$ cat src/verilog/pmrcs_pkg.sv
// constants shared by the rail control and status register group
package pmrcs_pkg;

  // register offsets
  localparam logic [7:0] PMRCS_OFS_RAIL_ENABLE = 8'h08;
  localparam logic [7:0] PMRCS_OFS_DISCHARGE   = 8'h09;
  localparam logic [7:0] PMRCS_OFS_SENSE       = 8'h0a;
  localparam logic [7:0] PMRCS_OFS_ACK         = 8'h0b;

  // reset values
  localparam logic [7:0] PMRCS_RST_RAIL_ENABLE = 8'h80;
  localparam logic [7:0] PMRCS_RST_DISCHARGE   = 8'h3f;
  localparam logic [7:0] PMRCS_RST_SENSE       = 8'h04;
  localparam logic [7:0] PMRCS_RST_ACK         = 8'h00;

  // rail enable fields
  localparam int PMRCS_BIT_LEVEL_SEL = 7;
  localparam int PMRCS_BIT_BUCK_ON   = 5;
  localparam int PMRCS_LINREG_MSB    = 4;
  localparam int PMRCS_LINREG_LSB    = 0;

  // discharge and thermal recovery fields
  localparam int PMRCS_RECOV_MSB     = 7;
  localparam int PMRCS_RECOV_LSB     = 6;
  localparam int PMRCS_BIT_BUCK_DIS  = 5;

  // live sense / acknowledge bit positions
  localparam int PMRCS_BIT_UNDERVOLT = 3;
  localparam int PMRCS_BIT_PWRUP     = 2;
  localparam int PMRCS_BIT_TSD       = 1;
  localparam int PMRCS_BIT_WARN      = 0;
  localparam int PMRCS_FLAG_W        = 4;

  // buck level code width
  localparam int PMRCS_LEVEL_W       = 5;

  // timing: clock rate and power-up sequence length
  localparam int PMRCS_CLK_KHZ       = 125000;
  localparam int PMRCS_SLOT_US       = 128;
  localparam int PMRCS_SLOT_CYCLES   = (PMRCS_SLOT_US * PMRCS_CLK_KHZ + 999) / 1000;
  localparam int PMRCS_PWRUP_SLOTS   = 16;

  typedef enum logic [1:0] {
    PMRCS_RECOV_RESET_RESTART = 2'b00,
    PMRCS_RECOV_KEEP_RESTART  = 2'b01,
    PMRCS_RECOV_NONE          = 2'b10,
    PMRCS_RECOV_UNDEFINED     = 2'b11
  } pmrcs_recov_t;

  typedef enum logic [1:0] {
    PMRCS_TH_RUN,
    PMRCS_TH_SHUT,
    PMRCS_TH_LOCK
  } pmrcs_therm_state_t;

endpackage : pmrcs_pkg

$ cat src/verilog/pmrcs_pwrup_timer.sv
// power-up sequence timer: counts slots of fixed length after a start pulse
module pmrcs_pwrup_timer
  import pmrcs_pkg::*;
#(
  parameter int SLOT_CYCLES = PMRCS_SLOT_CYCLES,
  parameter int SLOTS       = PMRCS_PWRUP_SLOTS
) (
  input  wire logic clk_i,
  input  wire logic rst_n_i,
  input  wire logic start_i,
  input  wire logic hold_i,
  output logic      busy_o
);

  localparam int CW = $clog2(SLOT_CYCLES + 1);
  localparam int SW = $clog2(SLOTS + 1);
  localparam logic [CW-1:0] CYC_LAST  = CW'(SLOT_CYCLES - 1);
  localparam logic [SW-1:0] SLOT_LAST = SW'(SLOTS - 1);

  logic [CW-1:0] cyc_reg;
  logic [CW-1:0] cyc_next;
  logic [SW-1:0] slot_reg;
  logic [SW-1:0] slot_next;
  logic          busy_reg;
  logic          busy_next;

  always_comb
  begin
    cyc_next  = cyc_reg;
    slot_next = slot_reg;
    busy_next = busy_reg;
    if (hold_i)
    begin
      // enable pin low or thermal stop: sequence abandoned
      busy_next = 1'b0;
      cyc_next  = '0;
      slot_next = '0;
    end
    else if (start_i)
    begin
      busy_next = 1'b1;
      cyc_next  = '0;
      slot_next = '0;
    end
    else if (busy_reg)
    begin
      if (cyc_reg == CYC_LAST)
      begin
        cyc_next = '0;
        if (slot_reg == SLOT_LAST)
        begin
          busy_next = 1'b0;
        end
        else
        begin
          slot_next = slot_reg + SW'(1);
        end
      end
      else
      begin
        cyc_next = cyc_reg + CW'(1);
      end
    end
  end

  always_ff @(posedge clk_i or negedge rst_n_i)
  begin
    if (!rst_n_i)
    begin
      cyc_reg  <= '0;
      slot_reg <= '0;
      busy_reg <= 1'b0;
    end
    else
    begin
      cyc_reg  <= cyc_next;
      slot_reg <= slot_next;
      busy_reg <= busy_next;
    end
  end

  assign busy_o = busy_reg;

endmodule : pmrcs_pwrup_timer

$ cat src/verilog/pmrcs_regs.sv
// rail control and live sense register group of the power-management device
//
// Functional notes
// - enable bit 7 picks buck level: 0 second stored code, 1 first code
// - enable bit 5 switches the buck converter on or off
// - enable bits 4..0 switch linear regulators five down to one
// - recovery code 10 means no restart after thermal shutdown; 11 undefined
// - recovery code 01 restarts power-up keeping register contents
// - recovery code 00 restores defaults then restarts power-up
// - discharge bit 5 enables buck output active discharge
// - discharge bits 4..0 enable discharge for linear regulators five..one
// - status bit 3 shows input undervoltage with hysteresis from the comparator
// - status bit 2 is 0 during power-up, 1 when done or enable pin low
// - status bit 1 shows die above thermal shutdown threshold
// - status bit 0 shows die above thermal warning threshold
// - undervoltage, shutdown, warning acknowledges latch on either flag edge
// - power-up acknowledge latches only on rising edge of its flag
// - power-up done rises sixteen 128 us slots after enable pin rises
module pmrcs_regs
  import pmrcs_pkg::*;
#(
  parameter int SLOT_CYCLES = PMRCS_SLOT_CYCLES,
  parameter int SLOTS       = PMRCS_PWRUP_SLOTS
) (
  input  wire logic                     clk_i,
  input  wire logic                     resetn_i,
  input  wire logic                     hw_enable_pin_i,
  input  wire logic                     undervolt_sense_i,
  input  wire logic                     overtemp_shutdown_sense_i,
  input  wire logic                     overtemp_warning_sense_i,
  input  wire logic [7:0]               reg_addr_i,
  input  wire logic                     reg_wr_i,
  input  wire logic [7:0]               reg_wdata_i,
  input  wire logic                     reg_rd_i,
  input  wire logic [PMRCS_LEVEL_W-1:0] buck_level_first_i,
  input  wire logic [PMRCS_LEVEL_W-1:0] buck_level_second_i,
  output logic [7:0]                    reg_rdata_o,
  output logic                          reg_rvalid_o,
  output logic                          buck_on_o,
  output logic [4:0]                    linreg_on_o,
  output logic [PMRCS_LEVEL_W-1:0]      buck_level_o,
  output logic                          buck_discharge_on_o,
  output logic [4:0]                    linreg_discharge_on_o,
  output logic                          thermal_halt_o
);

  // reset release through two flops
  logic rst_meta_reg;
  logic rst_n_reg;

  always_ff @(posedge clk_i or negedge resetn_i)
  begin
    if (!resetn_i)
    begin
      rst_meta_reg <= 1'b0;
      rst_n_reg    <= 1'b0;
    end
    else
    begin
      rst_meta_reg <= 1'b1;
      rst_n_reg    <= rst_meta_reg;
    end
  end

  // pin synchronisers: 0 enable pin, 1 undervolt, 2 shutdown, 3 warning
  localparam int NPIN = 4;
  logic [NPIN-1:0] pin_raw;
  logic [NPIN-1:0] pin_meta_reg;
  logic [NPIN-1:0] pin_sync_reg;
  logic            hw_enable_pin_prev_reg;

  assign pin_raw = {overtemp_warning_sense_i, overtemp_shutdown_sense_i,
                    undervolt_sense_i, hw_enable_pin_i};

  genvar gi;
  generate
    for (gi = 0; gi < NPIN; gi++)
    begin : g_sync
      always_ff @(posedge clk_i or negedge rst_n_reg)
      begin
        if (!rst_n_reg)
        begin
          pin_meta_reg[gi] <= 1'b0;
          pin_sync_reg[gi] <= 1'b0;
        end
        else
        begin
          pin_meta_reg[gi] <= pin_raw[gi];
          pin_sync_reg[gi] <= pin_meta_reg[gi];
        end
      end
    end
  endgenerate

  logic hw_enable_pin;
  logic hw_enable_pin_rise;
  assign hw_enable_pin      = pin_sync_reg[0];
  assign hw_enable_pin_rise = hw_enable_pin & ~hw_enable_pin_prev_reg;

  // thermal recovery and power-up control
  pmrcs_therm_state_t th_state_reg;
  pmrcs_therm_state_t th_state_next;
  logic               restore_defaults;
  logic               restart_pwrup;
  logic               pwrup_busy;
  logic [7:0]         rail_enable_reg;
  logic [7:0]         rail_enable_next;
  logic [7:0]         discharge_reg;
  logic [7:0]         discharge_next;
  logic [7:0]         sense_reg;
  logic [7:0]         sense_next;
  logic [7:0]         ack_reg;
  logic [7:0]         ack_next;
  logic [PMRCS_FLAG_W-1:0] flags;
  logic [PMRCS_FLAG_W-1:0] flag_rise;
  logic [PMRCS_FLAG_W-1:0] flag_fall;
  pmrcs_recov_t       policy;

  assign policy = pmrcs_recov_t'(discharge_reg[PMRCS_RECOV_MSB:PMRCS_RECOV_LSB]);

  always_comb
  begin
    th_state_next    = th_state_reg;
    restore_defaults = 1'b0;
    restart_pwrup    = 1'b0;
    case (th_state_reg)
      PMRCS_TH_RUN:
      begin
        if (flag_rise[PMRCS_BIT_TSD])
        begin
          th_state_next = PMRCS_TH_SHUT;
        end
      end
      PMRCS_TH_SHUT:
      begin
        if (flag_fall[PMRCS_BIT_TSD])
        begin
          case (policy)
            PMRCS_RECOV_RESET_RESTART:
            begin
              restore_defaults = 1'b1;
              restart_pwrup    = hw_enable_pin;
              th_state_next    = PMRCS_TH_RUN;
            end
            PMRCS_RECOV_KEEP_RESTART:
            begin
              restart_pwrup = hw_enable_pin;
              th_state_next = PMRCS_TH_RUN;
            end
            default:
            begin
              // undefined code handled as the safe no-restart case
              th_state_next = PMRCS_TH_LOCK;
            end
          endcase
        end
      end
      PMRCS_TH_LOCK:
      begin
        // only cycling the enable pin re-arms a locked device
        if (!hw_enable_pin)
        begin
          th_state_next = PMRCS_TH_RUN;
        end
      end
      default:
      begin
        th_state_next = PMRCS_TH_RUN;
      end
    endcase
  end

  pmrcs_pwrup_timer #(
    .SLOT_CYCLES (SLOT_CYCLES),
    .SLOTS       (SLOTS)
  ) u_pwrup_timer (
    .clk_i   (clk_i),
    .rst_n_i (rst_n_reg),
    .start_i (hw_enable_pin_rise | restart_pwrup),
    // next state, so the restart issued on the edge leaving shutdown is not held off
    .hold_i  (~hw_enable_pin | (th_state_next != PMRCS_TH_RUN)),
    .busy_o  (pwrup_busy)
  );

  // live flags and their edges
  always_comb
  begin
    flags                      = '0;
    flags[PMRCS_BIT_UNDERVOLT] = pin_sync_reg[1];
    flags[PMRCS_BIT_PWRUP]     = ~pwrup_busy | ~hw_enable_pin;
    flags[PMRCS_BIT_TSD]       = pin_sync_reg[2];
    flags[PMRCS_BIT_WARN]      = pin_sync_reg[3];
  end

  assign flag_rise = flags & ~sense_reg[PMRCS_FLAG_W-1:0];
  assign flag_fall = ~flags & sense_reg[PMRCS_FLAG_W-1:0];

  // register file
  logic       wr_rail;
  logic       wr_dis;
  logic       rd_ack;
  logic [7:0] rdata_next;
  logic [PMRCS_FLAG_W-1:0] ack_set;

  assign wr_rail = reg_wr_i & (reg_addr_i == PMRCS_OFS_RAIL_ENABLE);
  assign wr_dis  = reg_wr_i & (reg_addr_i == PMRCS_OFS_DISCHARGE);
  assign rd_ack  = reg_rd_i & (reg_addr_i == PMRCS_OFS_ACK);

  always_comb
  begin
    ack_set                      = flag_rise | flag_fall;
    ack_set[PMRCS_BIT_PWRUP]     = flag_rise[PMRCS_BIT_PWRUP];

    rail_enable_next = rail_enable_reg;
    discharge_next   = discharge_reg;
    if (restore_defaults)
    begin
      rail_enable_next = PMRCS_RST_RAIL_ENABLE;
      discharge_next   = PMRCS_RST_DISCHARGE;
    end
    else
    begin
      if (wr_rail)
      begin
        rail_enable_next = reg_wdata_i;
      end
      if (wr_dis)
      begin
        discharge_next = reg_wdata_i;
      end
    end

    // the sense register takes no writes
    sense_next = {4'h0, flags};

    // an edge landing on the clearing read survives it
    ack_next = ack_reg;
    if (rd_ack)
    begin
      ack_next = 8'h00;
    end
    ack_next[PMRCS_FLAG_W-1:0] = ack_next[PMRCS_FLAG_W-1:0] | ack_set;

    case (reg_addr_i)
      PMRCS_OFS_RAIL_ENABLE: rdata_next = rail_enable_reg;
      PMRCS_OFS_DISCHARGE:   rdata_next = discharge_reg;
      PMRCS_OFS_SENSE:       rdata_next = sense_reg;
      PMRCS_OFS_ACK:         rdata_next = {4'h0, ack_reg[PMRCS_FLAG_W-1:0]};
      default:               rdata_next = 8'h00;
    endcase
    if (!reg_rd_i)
    begin
      rdata_next = reg_rdata_o;
    end
  end

  // rail outputs, gated off while the thermal controller holds the device down
  logic                     run_ok;
  logic                     buck_on_next;
  logic [4:0]               linreg_on_next;
  logic [PMRCS_LEVEL_W-1:0] level_next;

  assign run_ok = hw_enable_pin & (th_state_next == PMRCS_TH_RUN);

  always_comb
  begin
    buck_on_next   = run_ok & rail_enable_next[PMRCS_BIT_BUCK_ON];
    linreg_on_next = {5{run_ok}} &
                     rail_enable_next[PMRCS_LINREG_MSB:PMRCS_LINREG_LSB];
    if (rail_enable_next[PMRCS_BIT_LEVEL_SEL])
    begin
      level_next = buck_level_first_i;
    end
    else
    begin
      level_next = buck_level_second_i;
    end
  end

  always_ff @(posedge clk_i or negedge rst_n_reg)
  begin
    if (!rst_n_reg)
    begin
      th_state_reg          <= PMRCS_TH_RUN;
      hw_enable_pin_prev_reg         <= 1'b0;
      rail_enable_reg       <= PMRCS_RST_RAIL_ENABLE;
      discharge_reg         <= PMRCS_RST_DISCHARGE;
      sense_reg             <= PMRCS_RST_SENSE;
      ack_reg               <= PMRCS_RST_ACK;
      reg_rdata_o           <= 8'h00;
      reg_rvalid_o          <= 1'b0;
      buck_on_o             <= 1'b0;
      linreg_on_o           <= 5'h00;
      buck_level_o          <= '0;
      buck_discharge_on_o   <= 1'b0;
      linreg_discharge_on_o <= 5'h00;
      thermal_halt_o        <= 1'b0;
    end
    else
    begin
      th_state_reg          <= th_state_next;
      hw_enable_pin_prev_reg         <= hw_enable_pin;
      rail_enable_reg       <= rail_enable_next;
      discharge_reg         <= discharge_next;
      sense_reg             <= sense_next;
      ack_reg               <= ack_next;
      reg_rdata_o           <= rdata_next;
      reg_rvalid_o          <= reg_rd_i;
      buck_on_o             <= buck_on_next;
      linreg_on_o           <= linreg_on_next;
      buck_level_o          <= level_next;
      buck_discharge_on_o   <= discharge_next[PMRCS_BIT_BUCK_DIS];
      linreg_discharge_on_o <= discharge_next[PMRCS_LINREG_MSB:PMRCS_LINREG_LSB];
      thermal_halt_o        <= (th_state_next != PMRCS_TH_RUN);
    end
  end

endmodule : pmrcs_regs

$ cat config.mk
export PLATFORM = sky130hd
export DESIGN_NAME = pmrcs_regs
export DESIGN_NICKNAME = d
export VERILOG_FILES = /design/src/verilog/pmrcs_pkg.sv /design/src/verilog/pmrcs_pwrup_timer.sv /design/src/verilog/pmrcs_regs.sv
export SDC_FILE = /design/constraint.sdc
export NUM_CORES = 1
export LEC_CHECK = 0
export BUFFER_PORTS_ARGS = -buffer_cell sky130_fd_sc_hd__clkbuf_2
export CAP_MARGIN = 0
export CELL_PAD_IN_SITES_DETAIL_PLACEMENT = 1
export CELL_PAD_IN_SITES_GLOBAL_PLACEMENT = 2
export CORE_MARGIN = 8
export CORE_UTILIZATION = 37
export CTS_CLUSTER_SIZE = 16
export DETAILED_ROUTE_END_ITERATION = 8
export PLACE_DENSITY = 0.83
export SYNTH_ARGS = -nofsm -noshare
export SYNTH_HDL_FRONTEND = slang
export SYNTH_SLANG_ARGS = --single-unit
$ cat constraint.sdc
create_clock -name clk_i -period 3.4 [get_ports clk_i]
set_input_delay 0.17 -clock clk_i [delete_from_list [all_inputs] [get_ports clk_i]]
set_output_delay 0.17 -clock clk_i [all_outputs]
set_load 0.01 [all_outputs]
# Word-level counts from Yosys, hierarchy flattened
# Cells that the tools add are included.
# classes
n_addsub	2
eq_ne	10
muxes	32
n_bitwise	19
n_reduce_logical	10
# op_table
cell	count
14-bit 2-to-1 mux	4
8-bit by 4-bit == test with 1-bit output, second input constant	4
8-bit 2-to-1 mux	4
8-bit case mux with 4 select lines	1
5-bit 2-to-1 mux	6
14-bit by 1-bit adder with 14-bit output, second input constant	1
14-bit == test, second input constant	1
1-bit 2-to-1 mux	11
4-bit AND	2
2-bit 2-to-1 mux	4
4-bit inverter	2
4-bit OR	2
1-bit AND	6
2-bit zero test	3
2-bit case mux with 3 select lines	1
2-bit nonzero test	3
3-bit nonzero test	2
5-bit by 1-bit adder with 5-bit output, second input constant	1
5-bit AND	1
5-bit by 4-bit == test with 1-bit output, second input constant	1
2-bit by 1-bit == test with 1-bit output, second input constant	2
4-bit 2-to-1 mux	1
3-bit by 1-bit inequality test with 1-bit output, second input constant	1
1-bit inverter	3
other kinds (4)	6
# totals
ff_bits	84
output_inout_bits	27

# Longest topological paths before layout
# Gate-level depths: netlist of the first run.
# logic_depth
ltp_word	10
depth_mapped	7
depth_no_buf	7

# Cells and area by module
# From an unflattened synthesis of the first run, not the netlist that was laid out.
# hier_totals
hier_cells	292
area_unflattened_um2	3510.9
# by_module_without_submodules
mod	instances	cells_per_inst	area_each_um2	seq_area_each_um2
pmrcs_regs	1	181	2449.8	1611.5
pmrcs_pwrup_timer	1	111	1061.0	500.5

# Worst setup path after synthesis of the first run
# No wires, ideal clock.
# synth_timing
kind	input to register
start	input reg_addr_i[5]
end	register buck_level_o[0]
setup_time_ps	125
arrival_ps	2112
t_required_ps	3275
setup_slack_ps	1163
cell_stages	4
n_path_buf	0
cell_sequence	or4_4 nor4_4 mux2i_1 mux2_2
# synth_between
elab_chain_len	5
# synth_lines
item	line_no	text
start, declared	pmrcs_regs.sv:31	input wire logic [7:0] reg_addr_i,
8-bit by 4-bit == test with 1-bit output	pmrcs_regs.sv:205	assign wr_rail = reg_wr_i & (reg_addr_i == PMRCS_OFS_RAIL_ENABLE);
1-bit AND	pmrcs_regs.sv:205	
8-bit 2-to-1 mux	pmrcs_regs.sv:223	if (wr_rail)
8-bit 2-to-1 mux	pmrcs_regs.sv:216	if (restore_defaults)
named net rail_enable_next[7]	pmrcs_regs.sv:107	logic [7:0] rail_enable_next;
5-bit 2-to-1 mux	pmrcs_regs.sv:270	if (rail_enable_next[PMRCS_BIT_LEVEL_SEL])
named net level_next[0]	pmrcs_regs.sv:261	logic [PMRCS_LEVEL_W-1:0] level_next;
end signal, assigned	pmrcs_regs.sv:311	buck_level_o <= level_next;
end, declared	pmrcs_regs.sv:41	output logic [PMRCS_LEVEL_W-1:0] buck_level_o,
# The timed path passes the listed nets, and every way through them passes these cells. The select of a mux whose other input is x is not followed.
# A chain may end at the register's enable or synchronous reset.

# Worst setup path in the final report of the first run
# layout_timing
start	register pin_sync_reg[2] (netlist: flags[1])
end	register buck_level_o[2]
# layout_between
elab_chain_len	6
# layout_lines
item	line_no	text
start, declared	pmrcs_regs.sv:69	logic [NPIN-1:0] pin_sync_reg;
start signal, assigned by index	pmrcs_regs.sv:89	pin_sync_reg[gi] <= pin_meta_reg[gi];
4-bit inverter	pmrcs_regs.sv:196	assign flag_fall = ~flags & sense_reg[PMRCS_FLAG_W-1:0];
4-bit AND	pmrcs_regs.sv:196	
1-bit 2-to-1 mux	pmrcs_regs.sv:136	if (flag_fall[PMRCS_BIT_TSD])
1-bit 2-to-1 mux	pmrcs_regs.sv:126	case (th_state_reg)
8-bit 2-to-1 mux	pmrcs_regs.sv:216	
named net rail_enable_next[7]	pmrcs_regs.sv:107	
5-bit 2-to-1 mux	pmrcs_regs.sv:270	
named net level_next[2]	pmrcs_regs.sv:261	
# The timed path passes the listed nets, and every way through them passes these cells.

==> results of run 1 <==
[critical path: stages, from the launching register on]
cell and delay, ps:
dfrtp_1 400, inv_1 60, ha_1 190, nor4bb_1 450, a21oi_1 130, mux2i_1 540
mux2_2 410
[stage by stage]
step	total power, mW	cells
finish	1.92	499
floorplan	1.14	295
detailed placement	1.20	478
global route	2.01	499
CTS	1.96	499
global placement	1.20	478
[worst max path at each step]
stage	from	end	depth (start not counted)
floorplan	rst_n_reg	ack_reg[0]	0
global placement	reg_addr_i[5]	buck_level_o[0]	6
detailed placement	reg_addr_i[5]	buck_level_o[0]	6
CTS	flags[1]	buck_level_o[0]	6
global route	flags[1]	buck_level_o[3]	6
finish	flags[1]	buck_level_o[2]	6
[cell type report]
class	count	area share, %
multi-input combinational	185	31.0
timing repair buffer	69	8.96
tap	129	3.80
sequential	84	49.8
inverter	16	1.41
clock inverter	6	1.71
clock buffer	10	3.24
[logic make-up after synthesis]
group / after synthesis / synth area share (%)
XOR/XNOR: 5 / 1.24
flip-flops: 84 / 59.8
buffers and inverters: 26 / 2.97
multiplexers: 29 / 9.84
other: 1 / 0.106
AND/OR/NAND/NOR: 94 / 14.6
AO/OA/AOI/OAI: 51 / 9.73
adder cells (fa/ha/maj): 5 / 1.77
[power by group through the flow]
stage          clock (mW)  sequential (mW)  combinational (mW)
6_report            0.739             1.06               0.123
5_1_grt             0.805             1.07               0.136
4_1_cts             0.769             1.06               0.125
3_3_place_gp            0             1.08               0.116
2_1_floorplan           0             1.07              0.0735
3_5_place_dp            0             1.08               0.120
[metal layers]
layer  global-route usage (%)  vias up  wire (µm)
li1                         -     1199          -
met5                        0        -          0
met3                     3.12       13        319
met1                     17.5     1309       3940
met2                     22.7       46       4140
met4                     7.02        0        167
[cells in the final DEF (no fill, tap or decap), types with 2 or more instances in the layout]
| cell | synthesis | routed |
|---|---|---|
| clkinv_4 | 0 | 3 |
| a31o_2 | 5 | 5 |
| o21ai_0 | 9 | 9 |
| o22ai_1 | 4 | 4 |
| dfstp_2 | 8 | 8 |
| clkbuf_2 | 0 | 60 |
| nand4_1 | 8 | 8 |
| xor2_1 | 5 | 5 |
| ha_1 | 5 | 5 |
| nor2_1 | 26 | 26 |
| a21o_1 | 4 | 4 |
| and4_1 | 3 | 3 |
| o31ai_1 | 4 | 4 |
| dfrtp_1 | 76 | 75 |
| a211oi_1 | 2 | 2 |
| mux4_2 | 4 | 4 |
| or3_1 | 5 | 5 |
| a22o_1 | 6 | 6 |
| buf_4 | 0 | 4 |
| or4_1 | 2 | 2 |
| nand3b_1 | 3 | 3 |
| dlygate4sd3_1 | 0 | 5 |
| clkbuf_8 | 0 | 10 |
| mux2_2 | 6 | 6 |
| a31oi_1 | 2 | 2 |
| inv_1 | 16 | 16 |
| nand3_1 | 14 | 14 |
| and3_1 | 5 | 5 |
| nand2_1 | 16 | 16 |
| a21oi_1 | 11 | 11 |
| mux2i_1 | 19 | 19 |
==> results.toml, run 1 <==
[floorplan]
die-area_um2 = 12900
initial_utilization_pct = 38.3
core-area_um2 = 9240
dieHeight_um = 114
rows = 35
die_w_um = 114
ios = 61

[worst_hold_path]
hold_depth = 3
worstHoldStart = "reg_wdata_i[6]"
hold_class = "in2reg"
holdPathEnd = "discharge_reg[6]"

[worst_setup_path]
r2r_start = "flags[1]"
worst-setup-path-type = "reg2reg"
crit_required_ps = 3640
crit_fanout = 6
worst-r2r-setup-slack_ps = 1110
cp-start-kind = "flip-flop"
r2r-end = "buck_level_o[2]"
crit_arrival_ps = 2530
critPathCaptureType = "flip-flop"
reg2regPathDepth = 6

[cts]
clk_latency_ps = 360
cts_resized = 0
clkTransAtPathRegs_ps = 80
postCtsHoldBufs = 5
cts_made_buffers = 9
postCtsSetupBuffers = 0
cts_tree = "done"
clockRootBuffer = "clkbuf_8"
ctsLongestPathBuffers = 2
cts-htree-levels = 3
clkSinkCount = 84

[yosys]
synth_warnings = 0
synth_nets = 334
synth_top_area_share_pct = 53.8
synth_cells = 295
synth_area_leaders = "dfrtp_1, dfstp_2, mux2i_1"
synth.most_common_cell = "dfrtp_1"
yosysSeqAreaShare_pct = 59.8
netlist_area_um2 = 3530
netlist_top_cells_count = "dfrtp_1, nor2_1, mux2i_1"
synth_edf_count = 0
syn_area_per_cell_um2 = 12.0
ys.flop_type = "dfrtp_1"
synth_cell_types = 46
synth_top_cell_by_area = "dfrtp_1"
synth_seq_cells = 84
async_flop_share_pct = 100

[finish]
final_area_um2 = 4250
drive_gt1_share_pct = 29.7
fillers = 1009
fin_util_pct = 45.9
final_nets = 404
final-seq-area_um2 = 2120
multi_input_area_um2 = 1320
largest_reg_flops = 14
syn2layout_area_growth_pct = 20.1
antenna_cells = 0

[pwr]
p_int_mw = 1.45
irDropWorstVdd_uv = 285
switching_share_pct = 24.8
leakage_nw = 1.88
seqPwrFrac_pct = 55.2
clkPwrFrac_pct = 38.4
p_per_area_nw_per_um2 = 453
net-switching-power_mw = 0.476
combinationalPowerShare_pct = 6.4

[timing]
hold_viol_final = 0
setup_viol = 0
skew_ps = 11.9
grt_setup_unrepaired = "no"
fin_ws_ps = 1110
slew_viol_final = 0
period_share_pct = 67.4
slew-limit-headroom_pct = 30.2
period_minus_slack_ps = 2290
finalSetupTns_ps = 0
max_freq_mhz = 436
worst_slew_pin_slew_ps = 1050
hold_slack_ps = 43.8

[routing]
wl_um = 8560
ant_nets = 0
wl_per_cell_um = 17.2
vias = 2567
first_pass_iters = 4
first_iter_violations = 70
drc_errors = 0
via_per_inst = 5.14

[global_route]
antenna_found_initial = 0
track_usage_pct = 14.1
grt_pass1_wl_um = 14300
overflow = 0
grt_pass1_vias = 2816
grt_max_degree = 83

[placed_design]
gp_congestion = 0.743
port_buffers = 60
pre_cts_slack_ps = 915
dpl-instance-area_um2 = 3990
dp_hpwl_um = 6020

[status]
status = "complete, no violations"

[flow_run]
drv_cap = 0
(Power assumes the default switching activity.)
==> run 2, diff against run 1 <==
Settings changed: ABC_AREA from default to 1, CORE_UTILIZATION 37 to 34.
Clock period 3.4 ns to 2.2 ns, I/O delays scaled along.
==> results.toml, run 2 <==
[routing]
wl_um = 10300
vias = 3190
via_per_inst = 4.83
first_pass_iters = 4
drc_errors = 0
wl_per_cell_um = 15.6
ant_nets = 0
first_iter_violations = 117

[worst_setup_path]
critPathCaptureType = "flip-flop"
crit_required_ps = 2470
crit_family = "simple AND/OR/NAND/NOR gates"
max_stage_delay_ps = 390
critPathSlowestCell = "dfrtp_1"
crit_arrival_ps = 2190
crit_fanout = 6
r2r_start = "sense_reg[1]"
reg2regPathDepth = 12
r2r-end = "u_pwrup_timer.cyc_reg[2]"
cp-start-kind = "flip-flop"
worst-r2r-setup-slack_ps = 280
path_cells = "inv_1, ha_1, inv_1, nand2_1, nand3_1, nand3_2, nor2_4, buf_4, nand3_1, nand2_1, o21ai_0, nor2_1"
worst-setup-path-type = "reg2reg"
cp_num_buf_inv = 3

[placed_design]
port_buffers = 60
gp_congestion = 0.775
pre_cts_slack_ps = 301
dp_hpwl_um = 7480

[yosys]
netlist_top_cells_count = "nand2_1, dfrtp_1, inv_1"
synth_seq_cells = 84
synth_cells = 431
synth_top_area_share_pct = 49.6
synth_edf_count = 0
synth_cell_types = 39
synth.most_common_cell = "nand2_1"
yosysSeqAreaShare_pct = 55.1
synth_warnings = 0
netlist_area_um2 = 3830
async_flop_share_pct = 100
synth_nets = 470
syn_area_per_cell_um2 = 8.89
synth_top_cell_by_area = "dfrtp_1"
synth_area_leaders = "dfrtp_1, nand2_1, nand3_1"
ys.flop_type = "dfrtp_1"

[timing]
setup_viol = 0
period_minus_slack_ps = 1920
hold_viol_final = 0
worst_slew_pin_slew_ps = 601
slew-limit-headroom_pct = 60.0
skew_ps = 9.63
fin_ws_ps = 284
grt_setup_unrepaired = "no"
slew_viol_final = 0
period_share_pct = 87.1
max_freq_mhz = 522
finalSetupTns_ps = 0

[cts]
clkTransAtPathRegs_ps = 70
cts_made_buffers = 9
cts_resized = 0
postCtsHoldBufs = 13
clockRootBuffer = "clkbuf_16"
postCtsSetupBuffers = 0
ctsLongestPathBuffers = 2
cts-htree-levels = 3
clkSinkCount = 84
clk_latency_ps = 340
cts_tree = "done"

[pwr]
p_per_area_nw_per_um2 = 802
net-switching-power_mw = 1.09
combinationalPowerShare_pct = 13.7
clkPwrFrac_pct = 40.9
irDropWorstVdd_uv = 349
leakage_nw = 2.43
seqPwrFrac_pct = 45.4
p_int_mw = 2.74
switching_share_pct = 28.4

[floorplan]
ios = 61
core-area_um2 = 10900
rows = 38
die_w_um = 122
die-area_um2 = 14900
initial_utilization_pct = 35.0
dieHeight_um = 122

[global_route]
overflow = 0
antenna_found_initial = 0
grt_pass1_wl_um = 17800
grt_pass1_vias = 3608
grt_max_degree = 45
track_usage_pct = 15.1

[finish]
fin_util_pct = 43.6
drive_gt1_share_pct = 22.3
largest_reg_flops = 14
syn2layout_area_growth_pct = 24.5
final_common_cell = "nand2_1"
layout_common_cells = "nand2_1, dfrtp_1, clkbuf_2"
antenna_cells = 0
final_nets = 554

[status]
status = "complete, no violations"

[worst_hold_path]
hold_class = "in2reg"
worstHoldStart = "buck_level_first_i[1]"
holdPathEnd = "buck_level_o[1]"
hold_depth = 3

[flow_run]
drv_cap = 0
## run 2: changes by cell type in the layout (fill, tap and decap cells not counted), sizes merged, moves of 5 or more
| cell | before | now |
|---|---|---|
| or3 | 5 | 0 |
| nand2 | 16 | 102 |
| a22o | 6 | 0 |
| dlygate4sd3 | 5 | 13 |
| nand3 | 14 | 48 |
| inv | 17 | 53 |
| nor2 | 26 | 51 |
| mux2 | 6 | 0 |
| a31o | 5 | 0 |
| o21ai | 9 | 33 |
| a21oi | 11 | 6 |
| nor3 | 1 | 12 |
| mux2i | 19 | 0 |
## run 2: cell families (layout without fill, tap and decap cells)
kind of cell / count (synthesis) / in the layout / synth area share [%]
other cells: 1 / 1 / 0.0978
flops: 84 / 84 / 55.1
fa+ha+maj: 5 / 5 / 1.63
buf+inv: 61 / 150 / 6.66
compound gates: 46 / 46 / 7.15
xor+xnor: 6 / 6 / 1.37
simple gates: 228 / 228 / 28.0
## run 2: metal layers
layer / GRT usage, % / wire length [µm] / vias up
met2: 25.2 / 5140 / 46
met5: 0 / 0 / -
met3: 2.78 / 347 / 8
li1: - / - / 1559
met4: 5.94 / 150 / 0
met1: 18.9 / 4630 / 1577
## run 2: worst max path at each step
stage                     slack, ps         start                   endpoint  depth (start not counted)
after floorplan                 630      flags[1]        buck_discharge_on_o                          9
after detailed placement        300      flags[1]   u_pwrup_timer.cyc_reg[2]                          9
after global routing             70      flags[1]  u_pwrup_timer.cyc_reg[13]                         11
after CTS                       270      flags[1]   u_pwrup_timer.cyc_reg[2]                          9
after global placement          390      flags[1]   u_pwrup_timer.cyc_reg[2]                          9
final                           280  sense_reg[1]   u_pwrup_timer.cyc_reg[2]                         12
## run 2: area by class of cell
cell class,instances,area [µm²]
Clock buffer,9,225
Clock inverter,7,81.3
Fill cell,1300,6170
Inverter,53,204
Multi-Input combinational cell,286,1470
Sequential cell,84,2120
Tap cell,140,175
Timing Repair Buffer,81,503
## run 2: tightest hold or removal path, cell delays in order
cell,delay (ps)
clkbuf_2,80
nand2_1,50
o21ai_1,60
## run 2: stage by stage
step                      std cells  hold WS, ps  power [mW]  cell area [µm²]
after floorplan                 431         -186        2.07             3830
after global placement          631         -104        2.26             4330
after detailed placement        631         -102        2.28             4330
after CTS                       660         1.09        3.87             4770
after global routing            660         20.8        4.02             4770
final                           660         6.33        3.83             4770
## run 2: power by group through the flow
stage          Sequential [mW]  Clock (mW)  Combinational, mW
6_report                  1.74        1.57              0.523
5_1_grt                   1.75        1.67              0.591
4_1_cts                   1.74        1.60              0.530
3_5_place_dp              1.77           0              0.508
3_3_place_gp              1.76           0              0.492
2_1_floorplan             1.77           0              0.303
==> run 3, diff against run 2 <==
Settings changed: CORE_ASPECT_RATIO from default to 0.6.
==> results.toml, run 3 (synthesis gave the netlist of run 2 again) <==
[floorplan]
ios = 61
core-area_um2 = 11100
dieHeight_um = 98.2
die-area_um2 = 15000
rows = 30
die_w_um = 153
initial_utilization_pct = 34.4

[finish]
fillers = 1305
fin_util_pct = 42.9
final_common_cell = "nand2_1"
largest_reg_flops = 14
layout_common_cells = "nand2_1, dfrtp_1, clkbuf_2"
antenna_cells = 0
final_nets = 557
syn2layout_area_growth_pct = 24.7
drive_gt1_share_pct = 22.4

[global_route]
grt_pass1_wl_um = 18500
grt_pass1_vias = 3500
grt_max_degree = 83
overflow = 0
track_usage_pct = 15.4
antenna_found_initial = 0

[pwr]
irDropWorstVdd_uv = 402
p_per_area_nw_per_um2 = 777
leakage_nw = 2.44

[worst_setup_path]
r2r-end = "u_pwrup_timer.slot_reg[3]"
worst-setup-path-type = "reg2reg"
crit_fanout = 15
path_cells = "inv_1, ha_1, nand3_1, o21bai_4, nor2_2, nand2_2, buf_4, nand2_2, nand2_1, nand2_1"
r2r_start = "flags[1]"
cp-start-kind = "flip-flop"
crit_required_ps = 2420
crit_arrival_ps = 2130
critPathCaptureType = "flip-flop"
critPathSlowestCell = "dfrtp_1"
reg2regPathDepth = 10
max_stage_delay_ps = 400
worst-r2r-setup-slack_ps = 300

[cts]
postCtsSetupBuffers = 0
cts_made_buffers = 9
cts-htree-levels = 3
cts_tree = "done"
clockRootBuffer = "clkbuf_16"
postCtsHoldBufs = 15
clkTransAtPathRegs_ps = 70
ctsLongestPathBuffers = 2
cts_resized = 0
clk_latency_ps = 340
clkSinkCount = 84

[routing]
drc_errors = 0
vias = 3195
wl_per_cell_um = 16.3
ant_nets = 0
first_iter_violations = 240
first_pass_iters = 4
via_per_inst = 4.79
wl_um = 10900

[timing]
max_freq_mhz = 525
setup_viol = 0
hold_slack_ps = 18.0
worst_slew_pin_slew_ps = 558
finalSetupTns_ps = 0
fin_ws_ps = 295
grt_setup_unrepaired = "no"
skew_ps = 5.43
period_minus_slack_ps = 1900
slew_viol_final = 0
period_share_pct = 86.6
slew-limit-headroom_pct = 62.5
hold_viol_final = 0

[placed_design]
gp_congestion = 0.809
port_buffers = 60
dp_hpwl_um = 7920
pre_cts_slack_ps = 312

[status]
status = "complete, no violations"

[worst_hold_path]
hold_class = "in2reg"
holdPathEnd = "discharge_reg[1]"
worstHoldStart = "reg_wdata_i[1]"
hold_depth = 3

[flow_run]
drv_cap = 0
[run 3: cell type report]
class / instances / area, µm² / area share (%)
clock buffer: 9 / 225 / 4.71
clock inverter: 7 / 58.8 / 1.23
inverter: 53 / 204 / 4.27
multi-input combinational: 286 / 1470 / 30.7
sequential: 84 / 2120 / 44.3
tap: 144 / 180 / 3.77
timing repair buffer: 84 / 531 / 11.1
[run 3: worst max path at each step]
stage                         from                         to  slack, ps  depth (start not counted)
after global routing      flags[1]  u_pwrup_timer.slot_reg[3]         80                         10
final                     flags[1]  u_pwrup_timer.slot_reg[3]        300                         10
after detailed placement  flags[1]   u_pwrup_timer.cyc_reg[2]        310                          9
after CTS                 flags[1]  u_pwrup_timer.slot_reg[3]        280                         10
after floorplan           flags[1]        buck_discharge_on_o        630                          9
after global placement    flags[1]   u_pwrup_timer.cyc_reg[2]        360                          9
[run 3: worst max-delay path: cells and delay by family, from the launching register on]
family	cells	cell delay [ps]
adders and majority gates	1	200
AOI/OAI and AO/OA	1	240
buffers and inverters	2	270
DFF	1	400
and+or+nand+nor	6	680
[run 3: per-stage QoR]
| step | cells | total power [mW] | area [µm²] |
|---|---|---|---|
| final | 667 | 3.71 | 4780 |
| after floorplan | 431 | 2.07 | 3830 |
| after global placement | 636 | 2.26 | 4350 |
| after CTS | 667 | 3.77 | 4780 |
| after detailed placement | 636 | 2.28 | 4350 |
| after global routing | 667 | 3.92 | 4780 |
[run 3: power by group]
part | internal (mW) | switching [mW]
Sequential | 1.65 | 0.0745
Combinational | 0.183 | 0.352
Clock | 0.785 | 0.665
[run 3: per-layer routing]
| metal | vias up | wire [µm] | track usage, % | part of all wire [%] |
|---|---|---|---|---|
| li1 | 1561 | - | - | - |
| met5 | - | 0 | 0 | 0 |
| met1 | 1577 | 5630 | 21.7 | 52 |
| met4 | 0 | 114 | 4.77 | 1.1 |
| met3 | 8 | 581 | 4.85 | 5.4 |
| met2 | 49 | 4520 | 21.8 | 42 |
